`src/dit_pkg.sv`:
```
package dit_pkg;
  // ****************************************
  // timing
  // ****************************************
  localparam int CLK_MHZ = 100;
  localparam int BASE1_US = 1;
  localparam int BASE5_US = 5;
  localparam int BASE25_US = 25;
  localparam int BASE50_US = 50;
  localparam int US_CYC = BASE1_US * CLK_MHZ;
  localparam int DIV5 = BASE5_US / BASE1_US;
  localparam int DIV25 = BASE25_US / BASE5_US;
  localparam int DIV50 = BASE50_US / BASE25_US;
  localparam int FILT_NS = 5000;
  localparam int FILT_CYC = FILT_NS * CLK_MHZ / 1000;
  // ****************************************
  // widths and fields
  // ****************************************
  localparam int CNT_W = 16;
  localparam int NUM_TMR = 2;
  localparam int MODE_W = 5;
  localparam int MODE_BASE_LSB = 0;
  localparam int MODE_GATE_BIT = 3;
  localparam int MODE_PER_BIT = 4;
  localparam logic [2:0] BASE_EXT = 3'h4;
  localparam logic [MODE_W-1:0] MODE_RST = 5'h00;
  localparam logic [CNT_W-1:0] CNT_RST = 16'h0000;
  localparam int CTRL_START_BIT = 0;
  localparam int CTRL_STOP_BIT = 1;
  // ****************************************
  // register map (byte addresses)
  // ****************************************
  localparam int ADDR_W = 6;
  localparam logic [ADDR_W-1:0] TMR_STRIDE = 6'h10;
  localparam logic [ADDR_W-1:0] OFS_CTRL = 6'h00;
  localparam logic [ADDR_W-1:0] OFS_MODE = 6'h04;
  localparam logic [ADDR_W-1:0] OFS_COUNT = 6'h08;
  localparam logic [ADDR_W-1:0] OFS_RELOAD = 6'h0c;
  localparam logic [ADDR_W-1:0] ADR_STATUS = 6'h20;
  localparam logic [ADDR_W-1:0] ADR_MASK = 6'h24;
  localparam logic [ADDR_W-1:0] ADR_INFO = 6'h28;
  localparam logic [NUM_TMR-1:0] MASK_RST = 2'h0;
endpackage : dit_pkg

```
`src/dit_timer_chan.sv`:
```
`timescale 1ns/1ps
module dit_timer_chan
  import dit_pkg::*;
(
  input wire logic mclk_i, // system clock
  input wire logic rst_n_i, // async reset
  input wire logic ce_i, // clock enable
  input wire logic [3:0] base_tick_i, // internal base ticks
  input wire logic ext_clk_i, // raw user clock pin
  input wire logic ext_gate_i, // raw external gate pin
  input wire logic filt_en_i, // filter strap
  input wire logic start_i, // start strobe
  input wire logic stop_i, // stop strobe
  input wire logic mode_we_i, // mode write
  input wire logic cnt_we_i, // count write
  input wire logic rld_we_i, // reload write
  input wire logic [CNT_W-1:0] wdata_i, // write data
  output logic [CNT_W-1:0] count_o, // current count
  output logic [CNT_W-1:0] reload_o, // auto-load value
  output logic [MODE_W-1:0] mode_o, // mode setting
  output logic run_o, // run state
  output logic gate_en_o, // gate enable bit
  output logic uf_o // underflow pulse
);
  // ****************************************
  // state
  // ****************************************
  logic clk_s1_reg, clk_s2_reg, gate_s1_reg, gate_s2_reg;
  logic flt_lvl_reg, flt_lvl_next, prev_reg, prev_next;
  logic [9:0] flt_cnt_reg, flt_cnt_next;
  logic [CNT_W-1:0] cnt_reg, cnt_next, rld_reg, rld_next;
  logic [MODE_W-1:0] mode_reg, mode_next;
  logic run_reg, run_next, uf_reg, uf_next;
  logic ext_lvl, tick, gate_ok;
  logic [2:0] base;

  always_comb begin
    flt_lvl_next = flt_lvl_reg;
    flt_cnt_next = '0;
    if (clk_s2_reg != flt_lvl_reg) begin
      flt_cnt_next = flt_cnt_reg + 10'h001;
      if (flt_cnt_reg == 10'(FILT_CYC - 1)) begin
        flt_lvl_next = clk_s2_reg;
        flt_cnt_next = '0;
      end
    end
    ext_lvl = filt_en_i ? flt_lvl_reg : clk_s2_reg;
    prev_next = ext_lvl;
    base = mode_reg[MODE_BASE_LSB +: 3];
    if (base == BASE_EXT) begin
      tick = ext_lvl && !prev_reg;
    end else begin
      tick = base_tick_i[base[1:0]];
    end
    gate_ok = !mode_reg[MODE_GATE_BIT] || gate_s2_reg;
    run_next = (run_reg || start_i) && !stop_i;
    mode_next = mode_reg;
    cnt_next = cnt_reg;
    rld_next = rld_we_i ? wdata_i : rld_reg;
    uf_next = 1'b0;
    if (!run_reg && mode_we_i) begin
      mode_next = wdata_i[MODE_W-1:0];
    end
    if (!run_reg && cnt_we_i) begin
      cnt_next = wdata_i;
    end else if (run_reg && gate_ok && tick) begin
      if (cnt_reg == CNT_RST) begin
        uf_next = 1'b1;
        cnt_next = mode_reg[MODE_PER_BIT] ? rld_reg : cnt_reg - 16'h0001;
      end else begin
        cnt_next = cnt_reg - 16'h0001;
      end
    end
  end

  always_ff @(posedge mclk_i or negedge rst_n_i) begin
    if (!rst_n_i) begin
      clk_s1_reg <= 1'b0;
      clk_s2_reg <= 1'b0;
      gate_s1_reg <= 1'b0;
      gate_s2_reg <= 1'b0;
      flt_lvl_reg <= 1'b0;
      flt_cnt_reg <= '0;
      prev_reg <= 1'b0;
      cnt_reg <= CNT_RST;
      rld_reg <= CNT_RST;
      mode_reg <= MODE_RST;
      run_reg <= 1'b0;
      uf_reg <= 1'b0;
    end else if (ce_i) begin
      clk_s1_reg <= ext_clk_i;
      clk_s2_reg <= clk_s1_reg;
      gate_s1_reg <= ext_gate_i;
      gate_s2_reg <= gate_s1_reg;
      flt_lvl_reg <= flt_lvl_next;
      flt_cnt_reg <= flt_cnt_next;
      prev_reg <= prev_next;
      cnt_reg <= cnt_next;
      rld_reg <= rld_next;
      mode_reg <= mode_next;
      run_reg <= run_next;
      uf_reg <= uf_next;
    end
  end

  assign count_o = cnt_reg;
  assign reload_o = rld_reg;
  assign mode_o = mode_reg;
  assign run_o = run_reg;
  assign gate_en_o = mode_reg[MODE_GATE_BIT];
  assign uf_o = uf_reg;
endmodule : dit_timer_chan

```
`src/dit_top.sv`:
```
`timescale 1ns/1ps
module dit_top
  import dit_pkg::*;
(
  input wire logic mclk_i, // 100 MHz clock
  input wire logic rst_n_i, // async reset, low
  input wire logic ce_i, // clock enable
  input wire logic [ADDR_W-1:0] address_i, // byte address
  input wire logic read_i, // read request
  input wire logic write_i, // write request
  input wire logic [3:0] byteenable_i, // byte lanes
  input wire logic [31:0] writedata_i, // write data
  output logic [31:0] readdata_o, // read data
  output logic waitrequest_o, // wait request
  output logic irq_o, // level interrupt
  input wire logic filt_strap_i, // filter strap pin
  input wire logic t0_ext_clk_i, // timer 0 user clock
  input wire logic t0_ext_gate_i, // timer 0 external gate
  input wire logic t1_ext_clk_i, // timer 1 user clock
  input wire logic t1_ext_gate_i, // timer 1 external gate
  output logic t0_run_o, // timer 0 run state
  output logic t0_gate_en_o, // timer 0 gate enable
  output logic t1_run_o, // timer 1 run state
  output logic t1_gate_en_o // timer 1 gate enable
);
  // ****************************************
  // strap capture
  // ****************************************
  logic strap_s1_reg, strap_s2_reg;
  logic filt_reg, filt_next;
  logic [1:0] cap_reg, cap_next;

  // strap taken once, after the synchroniser has filled
  always_comb begin
    filt_next = filt_reg;
    cap_next = cap_reg;
    if (cap_reg != 2'h3) begin
      cap_next = cap_reg + 2'h1;
    end
    if (cap_reg == 2'h2) begin
      filt_next = strap_s2_reg;
    end
  end

  always_ff @(posedge mclk_i or negedge rst_n_i) begin
    if (!rst_n_i) begin
      strap_s1_reg <= 1'b0;
      strap_s2_reg <= 1'b0;
      filt_reg <= 1'b0;
      cap_reg <= 2'h0;
    end else if (ce_i) begin
      strap_s1_reg <= filt_strap_i;
      strap_s2_reg <= strap_s1_reg;
      filt_reg <= filt_next;
      cap_reg <= cap_next;
    end
  end

  // ****************************************
  // internal time bases
  // ****************************************
  logic [6:0] pre_reg, pre_next;
  logic [2:0] d5_reg, d5_next, d25_reg, d25_next;
  logic d50_reg, d50_next;
  logic [3:0] tick_reg, tick_next;

  always_comb begin
    pre_next = pre_reg + 7'h01;
    d5_next = d5_reg;
    d25_next = d25_reg;
    d50_next = d50_reg;
    tick_next = 4'h0;
    if (pre_reg == 7'(US_CYC - 1)) begin
      pre_next = 7'h00;
      tick_next[0] = 1'b1;
      d5_next = d5_reg + 3'h1;
      if (d5_reg == 3'(DIV5 - 1)) begin
        d5_next = 3'h0;
        tick_next[1] = 1'b1;
        d25_next = d25_reg + 3'h1;
        if (d25_reg == 3'(DIV25 - 1)) begin
          d25_next = 3'h0;
          tick_next[2] = 1'b1;
          d50_next = !d50_reg;
          if (d50_reg == 1'(DIV50 - 1)) begin
            tick_next[3] = 1'b1;
          end
        end
      end
    end
  end

  always_ff @(posedge mclk_i or negedge rst_n_i) begin
    if (!rst_n_i) begin
      pre_reg <= 7'h00;
      d5_reg <= 3'h0;
      d25_reg <= 3'h0;
      d50_reg <= 1'b0;
      tick_reg <= 4'h0;
    end else if (ce_i) begin
      pre_reg <= pre_next;
      d5_reg <= d5_next;
      d25_reg <= d25_next;
      d50_reg <= d50_next;
      tick_reg <= tick_next;
    end
  end

  // ****************************************
  // bus handshake and decode
  // ****************************************
  logic wait_reg, wait_next;
  logic [31:0] rdata_reg, rdata_next;
  logic req, acc, wr_acc, rd_acc;
  logic [ADDR_W-1:0] ofs;
  logic tsel;
  logic tmr_hit;
  logic [CNT_W-1:0] wdata16;

  assign req = read_i || write_i;
  assign acc = req && !wait_reg;
  assign wr_acc = acc && write_i;
  assign rd_acc = acc && read_i;
  assign tmr_hit = address_i < ADR_STATUS;
  assign tsel = address_i[4];
  assign ofs = address_i & (TMR_STRIDE - 6'h01);
  assign wdata16 = writedata_i[CNT_W-1:0] & {{8{byteenable_i[1]}}, {8{byteenable_i[0]}}};

  // ****************************************
  // timers
  // ****************************************
  logic [NUM_TMR-1:0] start_s, stop_s, mode_we, cnt_we, rld_we;
  logic [NUM_TMR-1:0] run_w, gate_w, uf_w, ext_clk_w, ext_gate_w;
  logic [CNT_W-1:0] cnt_w [NUM_TMR];
  logic [CNT_W-1:0] rld_w [NUM_TMR];
  logic [MODE_W-1:0] mode_w [NUM_TMR];

  assign ext_clk_w = {t1_ext_clk_i, t0_ext_clk_i};
  assign ext_gate_w = {t1_ext_gate_i, t0_ext_gate_i};

  genvar gi;
  generate
    for (gi = 0; gi < NUM_TMR; gi++) begin : g_tmr
      logic sel;
      assign sel = wr_acc && tmr_hit && (tsel == 1'(gi));
      assign start_s[gi] = sel && (ofs == OFS_CTRL) && writedata_i[CTRL_START_BIT];
      assign stop_s[gi] = sel && (ofs == OFS_CTRL) && writedata_i[CTRL_STOP_BIT];
      assign mode_we[gi] = sel && (ofs == OFS_MODE);
      assign cnt_we[gi] = sel && (ofs == OFS_COUNT);
      assign rld_we[gi] = sel && (ofs == OFS_RELOAD);
      dit_timer_chan u_chan (
        .mclk_i(mclk_i),
        .rst_n_i(rst_n_i),
        .ce_i(ce_i),
        .base_tick_i(tick_reg),
        .ext_clk_i(ext_clk_w[gi]),
        .ext_gate_i(ext_gate_w[gi]),
        .filt_en_i(filt_reg),
        .start_i(start_s[gi]),
        .stop_i(stop_s[gi]),
        .mode_we_i(mode_we[gi]),
        .cnt_we_i(cnt_we[gi]),
        .rld_we_i(rld_we[gi]),
        .wdata_i(wdata16),
        .count_o(cnt_w[gi]),
        .reload_o(rld_w[gi]),
        .mode_o(mode_w[gi]),
        .run_o(run_w[gi]),
        .gate_en_o(gate_w[gi]),
        .uf_o(uf_w[gi])
      );
    end
  endgenerate

  assign t0_run_o = run_w[0];
  assign t1_run_o = run_w[1];
  assign t0_gate_en_o = gate_w[0];
  assign t1_gate_en_o = gate_w[1];

  // ****************************************
  // interrupt status and mask
  // ****************************************
  logic [NUM_TMR-1:0] stat_reg, stat_next, mask_reg, mask_next;
  logic irq_reg, irq_next;

  always_comb begin
    stat_next = stat_reg;
    mask_next = mask_reg;
    if (rd_acc && address_i == ADR_STATUS) begin
      // clear only what this read reported
      stat_next = stat_reg & ~rdata_reg[NUM_TMR-1:0];
    end
    stat_next = stat_next | uf_w;
    if (wr_acc && address_i == ADR_MASK && byteenable_i[0]) begin
      mask_next = writedata_i[NUM_TMR-1:0];
    end
    irq_next = |(stat_next & mask_next);
  end

  always_ff @(posedge mclk_i or negedge rst_n_i) begin
    if (!rst_n_i) begin
      stat_reg <= '0;
      mask_reg <= MASK_RST;
      irq_reg <= 1'b0;
    end else if (ce_i) begin
      stat_reg <= stat_next;
      mask_reg <= mask_next;
      irq_reg <= irq_next;
    end
  end

  // ****************************************
  // read data and wait
  // ****************************************
  always_comb begin
    wait_next = 1'b1;
    rdata_next = rdata_reg;
    if (req && wait_reg) begin
      wait_next = 1'b0;
      rdata_next = 32'h0000_0000;
      if (tmr_hit) begin
        unique case (ofs)
          OFS_CTRL: rdata_next[CTRL_START_BIT] = run_w[tsel];
          OFS_MODE: rdata_next[MODE_W-1:0] = mode_w[tsel];
          OFS_COUNT: rdata_next[CNT_W-1:0] = cnt_w[tsel];
          OFS_RELOAD: rdata_next[CNT_W-1:0] = rld_w[tsel];
          default: rdata_next = 32'h0000_0000;
        endcase
      end else if (address_i == ADR_STATUS) begin
        rdata_next[NUM_TMR-1:0] = stat_reg;
      end else if (address_i == ADR_MASK) begin
        rdata_next[NUM_TMR-1:0] = mask_reg;
      end else if (address_i == ADR_INFO) begin
        rdata_next[0] = filt_reg;
      end
    end
  end

  always_ff @(posedge mclk_i or negedge rst_n_i) begin
    if (!rst_n_i) begin
      wait_reg <= 1'b1;
      rdata_reg <= 32'h0000_0000;
    end else if (ce_i) begin
      wait_reg <= wait_next;
      rdata_reg <= rdata_next;
    end
  end

  assign waitrequest_o = wait_reg;
  assign readdata_o = rdata_reg;
  assign irq_o = irq_reg;
endmodule : dit_top

```
`config.mk`:
```
export PLATFORM = sky130hd
export DESIGN_NAME = dit_top
export DESIGN_NICKNAME = d
export VERILOG_FILES = /design/src/dit_pkg.sv /design/src/dit_timer_chan.sv /design/src/dit_top.sv
export SDC_FILE = /design/constraint.sdc
export NUM_CORES = 1
export LEC_CHECK = 0
export BUFFER_PORTS_ARGS = -buffer_cell sky130_fd_sc_hd__buf_2
export CAP_MARGIN = 20
export CORE_MARGIN = 2
export CORE_UTILIZATION = 60
export DETAILED_ROUTE_END_ITERATION = 6
export PLACE_DENSITY = 0.92
export SKIP_CTS_REPAIR_TIMING = 1
export SYNTH_ARGS = -nofsm -noshare
export SYNTH_HDL_FRONTEND = slang
export SYNTH_SLANG_ARGS = --single-unit
```
`constraint.sdc`:
```
create_clock -name mclk_i -period 2.6 [get_ports mclk_i]
set_input_delay 0.65 -clock mclk_i [delete_from_list [all_inputs] [get_ports mclk_i]]
set_output_delay 0.65 -clock mclk_i [all_outputs]
set_load 0.03 [all_outputs]
```
# --- Word-level counts from Yosys, hierarchy flattened ---
# Cells that the tools add are included.
totals:
  reg_bits: 171
  inputBits: 52
  output_inout_bits: 38
  wordCells: 200
classes:
  add_sub_neg: 8
  magnitude_cmp: 5
  n_eq_ne: 17
  mux: 56
  n_bitwise: 7
  n_reduce_logical: 69
op_table:
  columns: ["op", "count"]
  rows:
  - ["two-way mux 16 bit", 14]
  - ["two-way mux 10 bit", 4]
  - ["logical AND 1 bit", 34]
  - ["zero test 16 bit", 2]
  - ["subtractor 16 x 1 -> 16 bit, second input constant", 2]
  - ["case mux 11 bit (2 select lines)", 1]
  - ["adder 10 x 1 -> 10 bit, second input constant", 2]
  - ["equality test 10 x 9 -> 1 bit, second input constant", 2]
  - ["AND reduction 2 bit", 10]
  - ["two-way mux 1 bit", 19]
  - ["equality test 6 bit, second input constant", 3]
  - ["AND 16 bit", 1]
  - ["two-way mux 5 bit", 3]
  - ["two-way mux 14 bit", 1]
  - ["equality test 3 bit, second input constant", 4]
  - ["case mux 4 bit (3 select lines)", 1]
  - ["zero test 1 bit", 10]
  - ["two-way mux 2 bit", 5]
  - ["two-way mux 3 bit", 3]
  - ["AND reduction 3 bit", 3]
  - ["equality test 4 bit, second input constant", 2]
  - ["adder 7 x 1 -> 7 bit, second input constant", 1]
  - ["equality test 7 bit, second input constant", 1]
  - ["two-way mux 7 bit", 1]
  - ["23 further kinds", 33]

# --- Longest topological paths before layout ---
# Gate-level depths: netlist (run 1).
depth:
  ltp_word: 9
  ltp_mapped: 8

# --- Hierarchy ---
# Synthesis (run 1) repeated with hierarchy kept, for this count alone.
hier_totals:
  cells_unflattened: 872
  area_unflattened_um2: 8878.5
modules_own_cells:
  columns: ["mod", "n_inst", "cells_each", "area_each_um2", "seq_area_each_um2"]
  rows:
  - ["dit_timer_chan", 2, 284, 2956.6, 1376.3]
  - ["dit_top", 1, 304, 2965.3, 1127.3]

# --- Worst setup path before layout (run 1) ---
# OpenSTA, ideal clock, no wires.
synth_path:
  path_type: "input -> register"
  start: "input port address_i[2]"
  end: "register g_tmr[1].u_chan.cnt_reg[4]"
  setup_time_ps: 125
  t_arrival_ps: 2040
  required_time_ps: 2475
  setup_slack_ps: 435
  path_stages: 6
  cell_sequence: "buf_2 or4b_4 nor2_2 nand2_1 nand2_2 mux2_2"
synth_between:
  elab_chain_len: 7
synth_lines:
  columns: ["item", "line_no", "text"]
  rows:
  - ["start, declared", "dit_top.sv:8", "input wire logic [ADDR_W-1:0] address_i,"]
  - ["< comparator 6 bit", "dit_top.sv:124", "assign tmr_hit = address_i < ADR_STATUS;"]
  - ["logical AND 1 bit (2 in a row)", "dit_top.sv:145", "assign sel = wr_acc && tmr_hit && (tsel == 1'(gi));"]
  - ["logical AND 1 bit (*)", "dit_top.sv:149", "assign cnt_we[gi] = sel && (ofs == OFS_COUNT);"]
  - ["logical AND 1 bit (*)", "dit_timer_chan.sv:64", "if (!run_reg && cnt_we_i) begin"]
  - ["nonzero test 2 bit (no line)", null, null]
  - ["AND reduction 2 bit (no line)", null, null]
  - ["end signal, assigned", "dit_timer_chan.sv:98", "cnt_reg <= cnt_next;"]
  - ["end, declared", "dit_timer_chan.sv:31", "logic [CNT_W-1:0] cnt_reg, cnt_next, rld_reg, rld_next;"]
# Every way passes the cells marked *; elsewhere a longest branch is shown, timed or not.
# A chain may end at the register's enable or synchronous reset.

# --- Final worst setup path (run 1) ---
layout_path:
  start: "register g_tmr[0].u_chan.mode_reg[1]"
  end: "register g_tmr[0].u_chan.cnt_reg[11]"
layout_between:
  elab_chain_len: 6
layout_lines:
  columns: ["item", "line_no", "text"]
  rows:
  - ["start, declared", "dit_timer_chan.sv:32", "logic [MODE_W-1:0] mode_reg, mode_next;"]
  - ["start signal, assigned", "dit_timer_chan.sv:100", "mode_reg <= mode_next;"]
  - ["binary-select mux 1 bit (select 2 bit)", "dit_timer_chan.sv:53", "tick = base_tick_i[base[1:0]];"]
  - ["two-way mux 1 bit (implied by the code)", "dit_timer_chan.sv:53", null]
  - ["two-way mux 1 bit (*)", "dit_timer_chan.sv:50", "if (base == BASE_EXT) begin"]
  - ["logical AND 1 bit (*)", "dit_timer_chan.sv:66", "end else if (run_reg && gate_ok && tick) begin"]
  - ["nonzero test 2 bit (no line) (*)", null, null]
  - ["AND reduction 2 bit (no line) (*)", null, null]
  - ["end signal, assigned", "dit_timer_chan.sv:98", null]
  - ["end, declared", "dit_timer_chan.sv:31", null]
# Every way passes the cells marked *; elsewhere a longest branch is shown, timed or not. The select of a mux whose other input is x is not followed.

==> results of run 1 <==
[cells in the mapped netlist, types with 11 or more instances]
master / n
sky130_fd_sc_hd__or3_1: 14
sky130_fd_sc_hd__o211ai_1: 12
sky130_fd_sc_hd__clkbuf_1: 26
sky130_fd_sc_hd__a22o_1: 25
sky130_fd_sc_hd__nand3_1: 33
sky130_fd_sc_hd__buf_4: 21
sky130_fd_sc_hd__inv_1: 20
sky130_fd_sc_hd__xor2_1: 16
sky130_fd_sc_hd__mux2i_1: 33
sky130_fd_sc_hd__nor3_1: 20
sky130_fd_sc_hd__mux2_2: 20
sky130_fd_sc_hd__nand4_1: 11
sky130_fd_sc_hd__ha_1: 11
sky130_fd_sc_hd__o21ai_1: 12
sky130_fd_sc_hd__o22ai_1: 26
sky130_fd_sc_hd__nand2_1: 111
sky130_fd_sc_hd__nor2_1: 40
sky130_fd_sc_hd__a21oi_1: 24
sky130_fd_sc_hd__o21ai_0: 83
sky130_fd_sc_hd__dfrtp_1: 154
sky130_fd_sc_hd__buf_2: 13
[worst paths after layout]
path	slack, ps	to
min in group mclk_i	450	g_tmr[0].u_chan.gate_s1_reg
hold / removal	130	g_tmr[1].u_chan.reload_o[9]
setup reg to reg	250	g_tmr[0].u_chan.count_o[11]
setup / recovery	250	g_tmr[0].u_chan.count_o[11]
hold reg to reg	470	d50_reg
max in group asynchronous	1690	readdata_o[5]
[cells in the final DEF, fill, tap and decap left out, drive strengths merged, types with 4 or more instances in the layout]
master and instances:
clkbuf 18, o311ai 8, mux2 21, mux2i 33
o21ai 95, o22ai 26, nor4 11, nor2 43
xor2 16, nand3b 6, dfrtp 154, a22o 25
o211ai 12, and3 9, buf 88, a22oi 5
xnor2 10, nand4 12, a21o 6, nand2 113
nor3 22, clkinv 4, o31ai 8, or3 14
nand4b 4, o41ai 5, conb 16, nand2b 10
inv 26, ha 11, o2bb2ai 5, a21oi 25
a31oi 9, nand3 35, nor3b 4
[through the flow]
stage                      util  setup WS [ps]  total power, W  cells
after CTS                 0.678            313         0.00657   1153
final                     0.678            254         0.00660   1153
after global routing      0.678            221         0.00686   1153
after detailed placement  0.638            162         0.00415   1121
after global placement    0.638            228         0.00408   1121
after floorplan               -            435         0.00378    917
[cell families after synthesis]
kind of cell               count (synthesis)  share of synthesized area
and+or+nand+nor                          306                      0.191
AOI/OAI and AO/OA                        260                      0.202
DFF                                      155                      0.445
buffers and inverters                     88                     0.0514
muxes                                     55                     0.0681
xor gates and xnor gates                  26                     0.0261
adders and majority gates                 11                     0.0158
other                                      1                   0.000431
[area by class of cell]
| class | instances | area [sq um] | share of cell area |
|---|---|---|---|
| Clock buffer | 18 | 439 | 0.0451 |
| Clock inverter | 14 | 134 | 0.0137 |
| Inverter | 20 | 75.1 | 0.00771 |
| Multi-Input combinational cell | 674 | 4440 | 0.456 |
| Sequential cell | 155 | 3880 | 0.398 |
| Tap cell | 184 | 230 | 0.0236 |
| Timing Repair Buffer | 88 | 542 | 0.0556 |
[routing by layer]
layer | wire, um | up-vias | global-route usage
met1 | 9370 | 3782 | 0.416
met3 | 2500 | 107 | 0.0713
met4 | 913 | 0 | 0.147
li1 | - | 3426 | -
met5 | 0 | - | 0
met2 | 11400 | 566 | 0.503
[power by group through the flow]
stage / clock [W] / sequential (W) / combinational [W]
after detailed placement: 0 / 0.00286 / 0.00128
after floorplan: 0 / 0.00281 / 0.000970
after CTS: 0.00244 / 0.00283 / 0.00131
after global routing: 0.00255 / 0.00286 / 0.00146
after global placement: 0 / 0.00285 / 0.00123
final: 0.00243 / 0.00284 / 0.00134
[worst reg2reg max path, cell delays in order (launching register included)]
cell,delay (ps)
sky130_fd_sc_hd__dfrtp_1,480
sky130_fd_sc_hd__or3b_2,490
sky130_fd_sc_hd__a22o_1,250
sky130_fd_sc_hd__a21oi_4,430
sky130_fd_sc_hd__nor2_1,250
sky130_fd_sc_hd__o311ai_1,340
==> qor.json, run 1 <==
{
  "maximum_ir_drop_on_the_vdd_rail_mv": 0.494,
  "critical_path.cell_chain": "or3b_2, a22o_1, a21oi_4, nor2_1, o311ai_1",
  "port_buffers": 55,
  "post_dp_cell_area_sq_mm": 0.00917,
  "crit_cells": 5,
  "num_io_pins": 90,
  "final_hold_viol_count": 0,
  "synth-seq-area-share": 0.445,
  "synth.top_cells.by_area": "sky130_fd_sc_hd__dfrtp_1, sky130_fd_sc_hd__nand2_1, sky130_fd_sc_hd__o21ai_0, sky130_fd_sc_hd__mux2i_1, sky130_fd_sc_hd__mux2_2",
  "p_switching_w": 0.00210,
  "power.share.switching": 0.318,
  "drtIter0Drc": 1467,
  "lkg_pwr_nw": 4.40,
  "ys.flop_type": "sky130_fd_sc_hd__dfrtp_1",
  "violated_checks": "DRC",
  "grt.total_usage": 0.317,
  "cts-root-to-sink-buffers": 2,
  "biggest_fanout_along_the_worst_timing_path": 14,
  "grt_max_degree": 69,
  "power_frac_clock": 0.368,
  "antennaDiodeCount": 0,
  "achievable-frequency_mhz": 426,
  "dieHeight_um": 124,
  "seq_power_share": 0.430,
  "synthesis.instances": 902,
  "number_of_remaining_drc_errors": 33,
  "power_report.internal_total_w": 0.00450,
  "worst_setup_hold_path_clk_slew_ps": 60,
  "die_x_um": 124,
  "required_ps": 2920,
  "synthArstFlopShare": 1.00,
  "clk_latency_ps": 430,
  "layout.nets": 1019,
  "number_of_distinct_standard_cells_referenced_by_the_synthesized_netlist": 87,
  "relSlewSlack": 0.323,
  "layout.filler_cells": 1016,
  "finalHoldWorstSlack_ps": 128,
  "synth_top_area_share": 0.442,
  "layout_min_cycle_time_ps": 2350,
  "unrepaired_setup_endpoints_after_global_routing": "false",
  "timing.setup.tns_ps": 0,
  "timing.critical_path.from_type": "register",
  "average_cell_area_after_synthesis_sq_um": 9.66,
  "min_path_type": "in2async",
  "floorplan.die_area_sq_mm": 0.0155,
  "number_of_antenna_violations_at_the_first_check_in_global_routing": 0,
  "yosysTopAreaCell": "sky130_fd_sc_hd__dfrtp_1",
  "mappedNetlistArea_sq_mm": 0.00871,
  "via_to_cell_ratio": 6.84,
  "clock-skew-final_ps": 10.8,
  "reg2reg_path_depth": 5,
  "synth-edff-count": 0,
  "detailedPlacementHpwl_um": 16400,
  "floorplan.initialDensity": 0.606,
  "worst_tran_pin_value_ps": 1010,
  "cts_sinks": 155,
  "final_cell_area_sq_mm": 0.00974,
  "wl_per_cell_um": 21.0,
  "grt_first_pass_wirelength_um": 39600,
  "final_min_period_over_clock_period": 0.902,
  "p_comb_frac": 0.202,
  "setup_viol_count_final": 0,
  "final_antenna_net_count": 0,
  "cp.arrival_ps": 2660,
  "cts_tree": "built",
  "slowest_delay_ps": 490,
  "vias": 7881,
  "drt-pass1-iter-count": 7,
  "gp_congestion": 0.978,
  "timing.max_cap.violations": 0,
  "cts-htree-levels": 4,
  "path_class": "reg2reg",
  "layout-drive-gt1-share": 0.175,
  "core-area_sq_mm": 0.0144,
  "maxSlewViolCount": 0,
  "yosys_warnings": 0,
  "detail_route.wirelength_um": 24200,
  "cts_inserted_buffers": 17,
  "clock-root-buffer": "sky130_fd_sc_hd__clkbuf_16",
  "worst_path_max_delay_cell": "sky130_fd_sc_hd__or3b_2",
  "worstSetupEndpointType": "register",
  "placementRows": 44,
  "number_of_register_bits_inferred_by_synthesis": 155,
  "worst_r2r_startpoint": "g_tmr[0].u_chan.mode_o[1]",
  "crit_path_start": "g_tmr[0].u_chan.mode_o[1]",
  "path_buf_inv": 0,
  "status": "complete, but fails checks",
  "crit_family": "compound AO/OA/AOI/OAI gates",
  "layout_overhead_on_the_synthesized_area_pct": 11.8,
  "grt_remaining_overflow": 0,
  "power.density_mw_per_mm2": 678,
  "grt_pass1_vias": 7675
}
Note: power is estimated with default switching activity, not from simulation.
==> run 2, diff against run 1 <==
==> constraint.sdc (replaced) <==
create_clock -name mclk_i -period 2.6 [get_ports mclk_i]
set_input_delay 0.13 -clock mclk_i [delete_from_list [all_inputs] [get_ports mclk_i]]
set_output_delay 0.13 -clock mclk_i [all_outputs]
set_load 0.03 [all_outputs]
==> run 2 against run 1 <==
  * The run still ends with DRC left
  * Global-route usage increased by 1.2 points
  * Core utilization decreased by 0.052 points
  * Routed wire length grew 8.0%
  * Die area did not move
  * Via count grew 2.9%
  * First-iteration DRC count fell by 4.4%
  * Cell area about the same
  * Critical path depth unchanged
  * Maximum frequency is 2.4% higher
  * Largest cell class unchanged
  * Worst setup slack better by 54 ps
==> qor.json, run 2 (synthesis gave the netlist of run 1 again) <==
{
  "status": "complete, but fails checks",
  "violated_checks": "DRC",
  "die_x": {"value": 124, "unit": "um", "change": "unchanged"},
  "drt-pass1-iter-count": {"value": 7, "change": "unchanged"},
  "power.density": {"value": 683, "unit": "mW/mm^2", "change": "+0.68%"},
  "detailedPlacementHpwl": {"value": 16500, "unit": "um", "change": "+0.90%"},
  "min_path_type": "in2reg",
  "slowest_delay": {"value": 520, "unit": "ps", "change": "+30 ps"},
  "grt_first_pass_wirelength": {"value": 40800, "unit": "um", "change": "+3.1%"},
  "maxSlewViolCount": {"value": 0, "change": "unchanged"},
  "worst_path_max_delay_cell": "sky130_fd_sc_hd__nor4_1",
  "placementRows": {"value": 44, "change": "unchanged"},
  "power_report.internal_total": {"value": 0.00455, "unit": "W", "change": "+0.98%"},
  "p_comb_frac": {"value": 0.207, "change": "+0.005"},
  "detail_route.wirelength": {"value": 26100, "unit": "um", "change": "+8.0%"},
  "final_critical_path_setup_slack": {"value": 308, "unit": "ps", "change": "+54.2 ps"},
  "layout-drive-gt1-share": {"value": 0.165, "change": "-0.00998"},
  "number_of_remaining_drc_errors": {"value": 32, "change": "-3.0%"},
  "setup_viol_count_final": {"value": 0, "change": "unchanged"},
  "relSlewSlack": {"value": 0.553, "change": "+0.230"},
  "floorplan.initialDensity": {"value": 0.606, "change": "unchanged"},
  "number_of_antenna_violations_at_the_first_check_in_global_routing": {"value": 0, "change": "unchanged"},
  "placement.setup.worst_slack": {"value": 467, "unit": "ps", "change": "+305 ps"},
  "worst_tran_pin_value": {"value": 654, "unit": "ps", "change": "-358 ps"},
  "core-area": {"value": 0.0144, "unit": "sq mm", "change": "unchanged"},
  "final_antenna_net_count": {"value": 0, "change": "unchanged"},
  "cts_tree": "built",
  "layout_overhead_on_the_synthesized_area": {"value": 11.7, "unit": "%", "change": "about the same"},
  "cts-htree-levels": {"value": 4, "change": "unchanged"},
  "p_switching": {"value": 0.00209, "unit": "W", "change": "-0.20%"},
  "maximum_ir_drop_on_the_vdd_rail": {"value": 0.513, "unit": "mV", "change": "+3.8%"},
  "worstSetupEndpointType": "register",
  "seq_power_share": {"value": 0.429, "change": "about the same"},
  "cts_sinks": {"value": 155, "change": "unchanged"},
  "layout.cells.most_common": "sky130_fd_sc_hd__dfrtp_1",
  "path_class": "reg2reg",
  "worst_setup_hold_path_clk_slew": {"value": 70, "unit": "ps", "change": "about the same"},
  "layout.cells.most_common_list": "sky130_fd_sc_hd__dfrtp_1, sky130_fd_sc_hd__nand2_1, sky130_fd_sc_hd__o21ai_0",
  "timing.critical_path.from_type": "register",
  "final_min_period_over_clock_period": {"value": 0.882, "change": "-0.0208"},
  "biggest_fanout_along_the_worst_timing_path": {"value": 16, "change": "+2"},
  "wl_per_cell": {"value": 22.7, "unit": "um", "change": "+8.2%"},
  "critical_path.cell_chain": "mux2i_1, nor4_1, o2111a_2, nor2_2, o311ai_1",
  "timing.setup.tns": {"value": 0, "unit": "ps", "change": "unchanged"},
  "drtIter0Drc": {"value": 1402, "change": "-4.4%"},
  "lkg_pwr": {"value": 4.38, "unit": "nW", "change": "-0.34%"},
  "final_hold_viol_count": {"value": 0, "change": "unchanged"},
  "footprint_of_the_multi_input_gates": {"value": 0.00444, "unit": "sq mm", "change": "unchanged"},
  "power.share.switching": {"value": 0.315, "change": "-0.00255"},
  "cp.arrival": {"value": 2600, "unit": "ps", "change": "-60 ps"},
  "via_to_cell_ratio": {"value": 7.05, "change": "+3.1%"},
  "clock-skew-final": {"value": 12.8, "unit": "ps", "change": "+1.99 ps"},
  "finalHoldWorstSlack": {"value": 26.1, "unit": "ps", "change": "-102 ps"},
  "grt_pass1_vias": {"value": 7712, "change": "+0.48%"},
  "final_cell_area": {"value": 0.00973, "unit": "sq mm", "change": "about the same"},
  "timing.max_cap.violations": {"value": 0, "change": "unchanged"},
  "register_area": {"value": 0.00388, "unit": "sq mm", "change": "unchanged"},
  "achievable-frequency": {"value": 436, "unit": "MHz", "change": "+2.4%"},
  "layout.filler_cells": {"value": 944, "change": "-7.1%"},
  "layout.nets": {"value": 1020, "change": "+0.098%"},
  "grt_remaining_overflow": {"value": 0, "change": "unchanged"},
  "grt.total_usage": {"value": 0.328, "change": "+0.0117"},
  "vias": {"value": 8113, "change": "+2.9%"},
  "gp_congestion": {"value": 0.945, "change": "-3.4%"},
  "unrepaired_setup_endpoints_after_global_routing": "false",
  "dieHeight": {"value": 124, "unit": "um", "change": "unchanged"},
  "required": {"value": 2910, "unit": "ps", "change": "about the same"},
  "antennaDiodeCount": {"value": 0, "change": "unchanged"},
  "clock-root-buffer": "sky130_fd_sc_hd__clkbuf_16",
  "clk_latency": {"value": 430, "unit": "ps", "change": "about the same"},
  "finalPower": {"value": 0.00664, "unit": "W", "change": "+0.60%"},
  "num_io_pins": {"value": 90, "change": "unchanged"},
  "grt_max_degree": {"value": 64, "change": "-7.2%"},
  "cts-root-to-sink-buffers": {"value": 2, "change": "unchanged"},
  "power_frac_clock": {"value": 0.364, "change": "-0.004"},
  "floorplan.die_area": {"value": 0.0155, "unit": "sq mm", "change": "unchanged"},
  "layout_min_cycle_time": {"value": 2290, "unit": "ps", "change": "-54.2 ps"},
  "port_buffers": {"value": 55, "change": "unchanged"},
  "post_dp_cell_area": {"value": 0.00911, "unit": "sq mm", "change": "-0.63%"},
  "cts_inserted_buffers": {"value": 17, "change": "unchanged"}
}
run 2: cell types whose count changed in the layout (fill, tap and decap cells not counted), sizes merged:
cell and change:
buf -6, bufinv +1, dlygate4sd3 +7, inv -4
run 2: path summary, 6_finish.rpt:
kind,slack [ps],depth (start not counted),endpoint,start
setup / recovery,310,5,g_tmr[1].u_chan.count_o[11],filt_reg
hold / removal,30,3,g_tmr[1].u_chan.count_o[3],writedata_i[3]
setup reg to reg,310,5,g_tmr[1].u_chan.count_o[11],filt_reg
hold reg to reg,470,1,d50_reg,d50_reg
max in group asynchronous,1530,3,cap_reg[0],rst_n_i
min in group asynchronous,240,2,g_tmr[1].u_chan.reload_o[9],rst_n_i
run 2: critical path, delay by kind of cell (launching register included):
family / cells / cell delay, ps
AO/OA/AOI/OAI: 2 / 800
multiplexers: 1 / 210
AND/OR/NAND/NOR: 2 / 670
flip-flops: 1 / 480
run 2: metrics by stage:
| stage | cells | utilization |
|---|---|---|
| final | 1151 | 0.677 |
| after global routing | 1151 | 0.677 |
| after CTS | 1144 | 0.672 |
| after detailed placement | 1115 | 0.634 |
| after global placement | 1115 | 0.634 |
| after floorplan | 917 | - |
run 2: metal layers:
| metal | GRT usage | wire, um | vias up | part of all wire |
|---|---|---|---|---|
| met1 | 0.426 | 9520 | 3810 | 0.36 |
| met4 | 0.173 | 1620 | 0 | 0.062 |
| li1 | - | - | 3419 | - |
| met3 | 0.0915 | 3230 | 189 | 0.12 |
| met5 | 0 | 0 | - | 0 |
| met2 | 0.505 | 11800 | 695 | 0.45 |
run 2: cell type report:
class / instances / area share
multi-input combinational: 674 / 0.456
sequential: 155 / 0.399
timing repair buffer: 89 / 0.0570
clock buffer: 18 / 0.0441
tap: 184 / 0.0237
clock inverter: 11 / 0.0127
inverter: 20 / 0.00772
run 2: power groups by stage:
| stage | clock network, W | logic [W] | registers [W] |
|---|---|---|---|
| 5_1_grt | 0.00252 | 0.00149 | 0.00287 |
| 2_1_floorplan | 0 | 0.000970 | 0.00281 |
| 4_1_cts | 0.00240 | 0.00132 | 0.00283 |
| 6_report | 0.00242 | 0.00138 | 0.00285 |
| 3_3_place_gp | 0 | 0.00123 | 0.00285 |
| 3_5_place_dp | 0 | 0.00128 | 0.00286 |
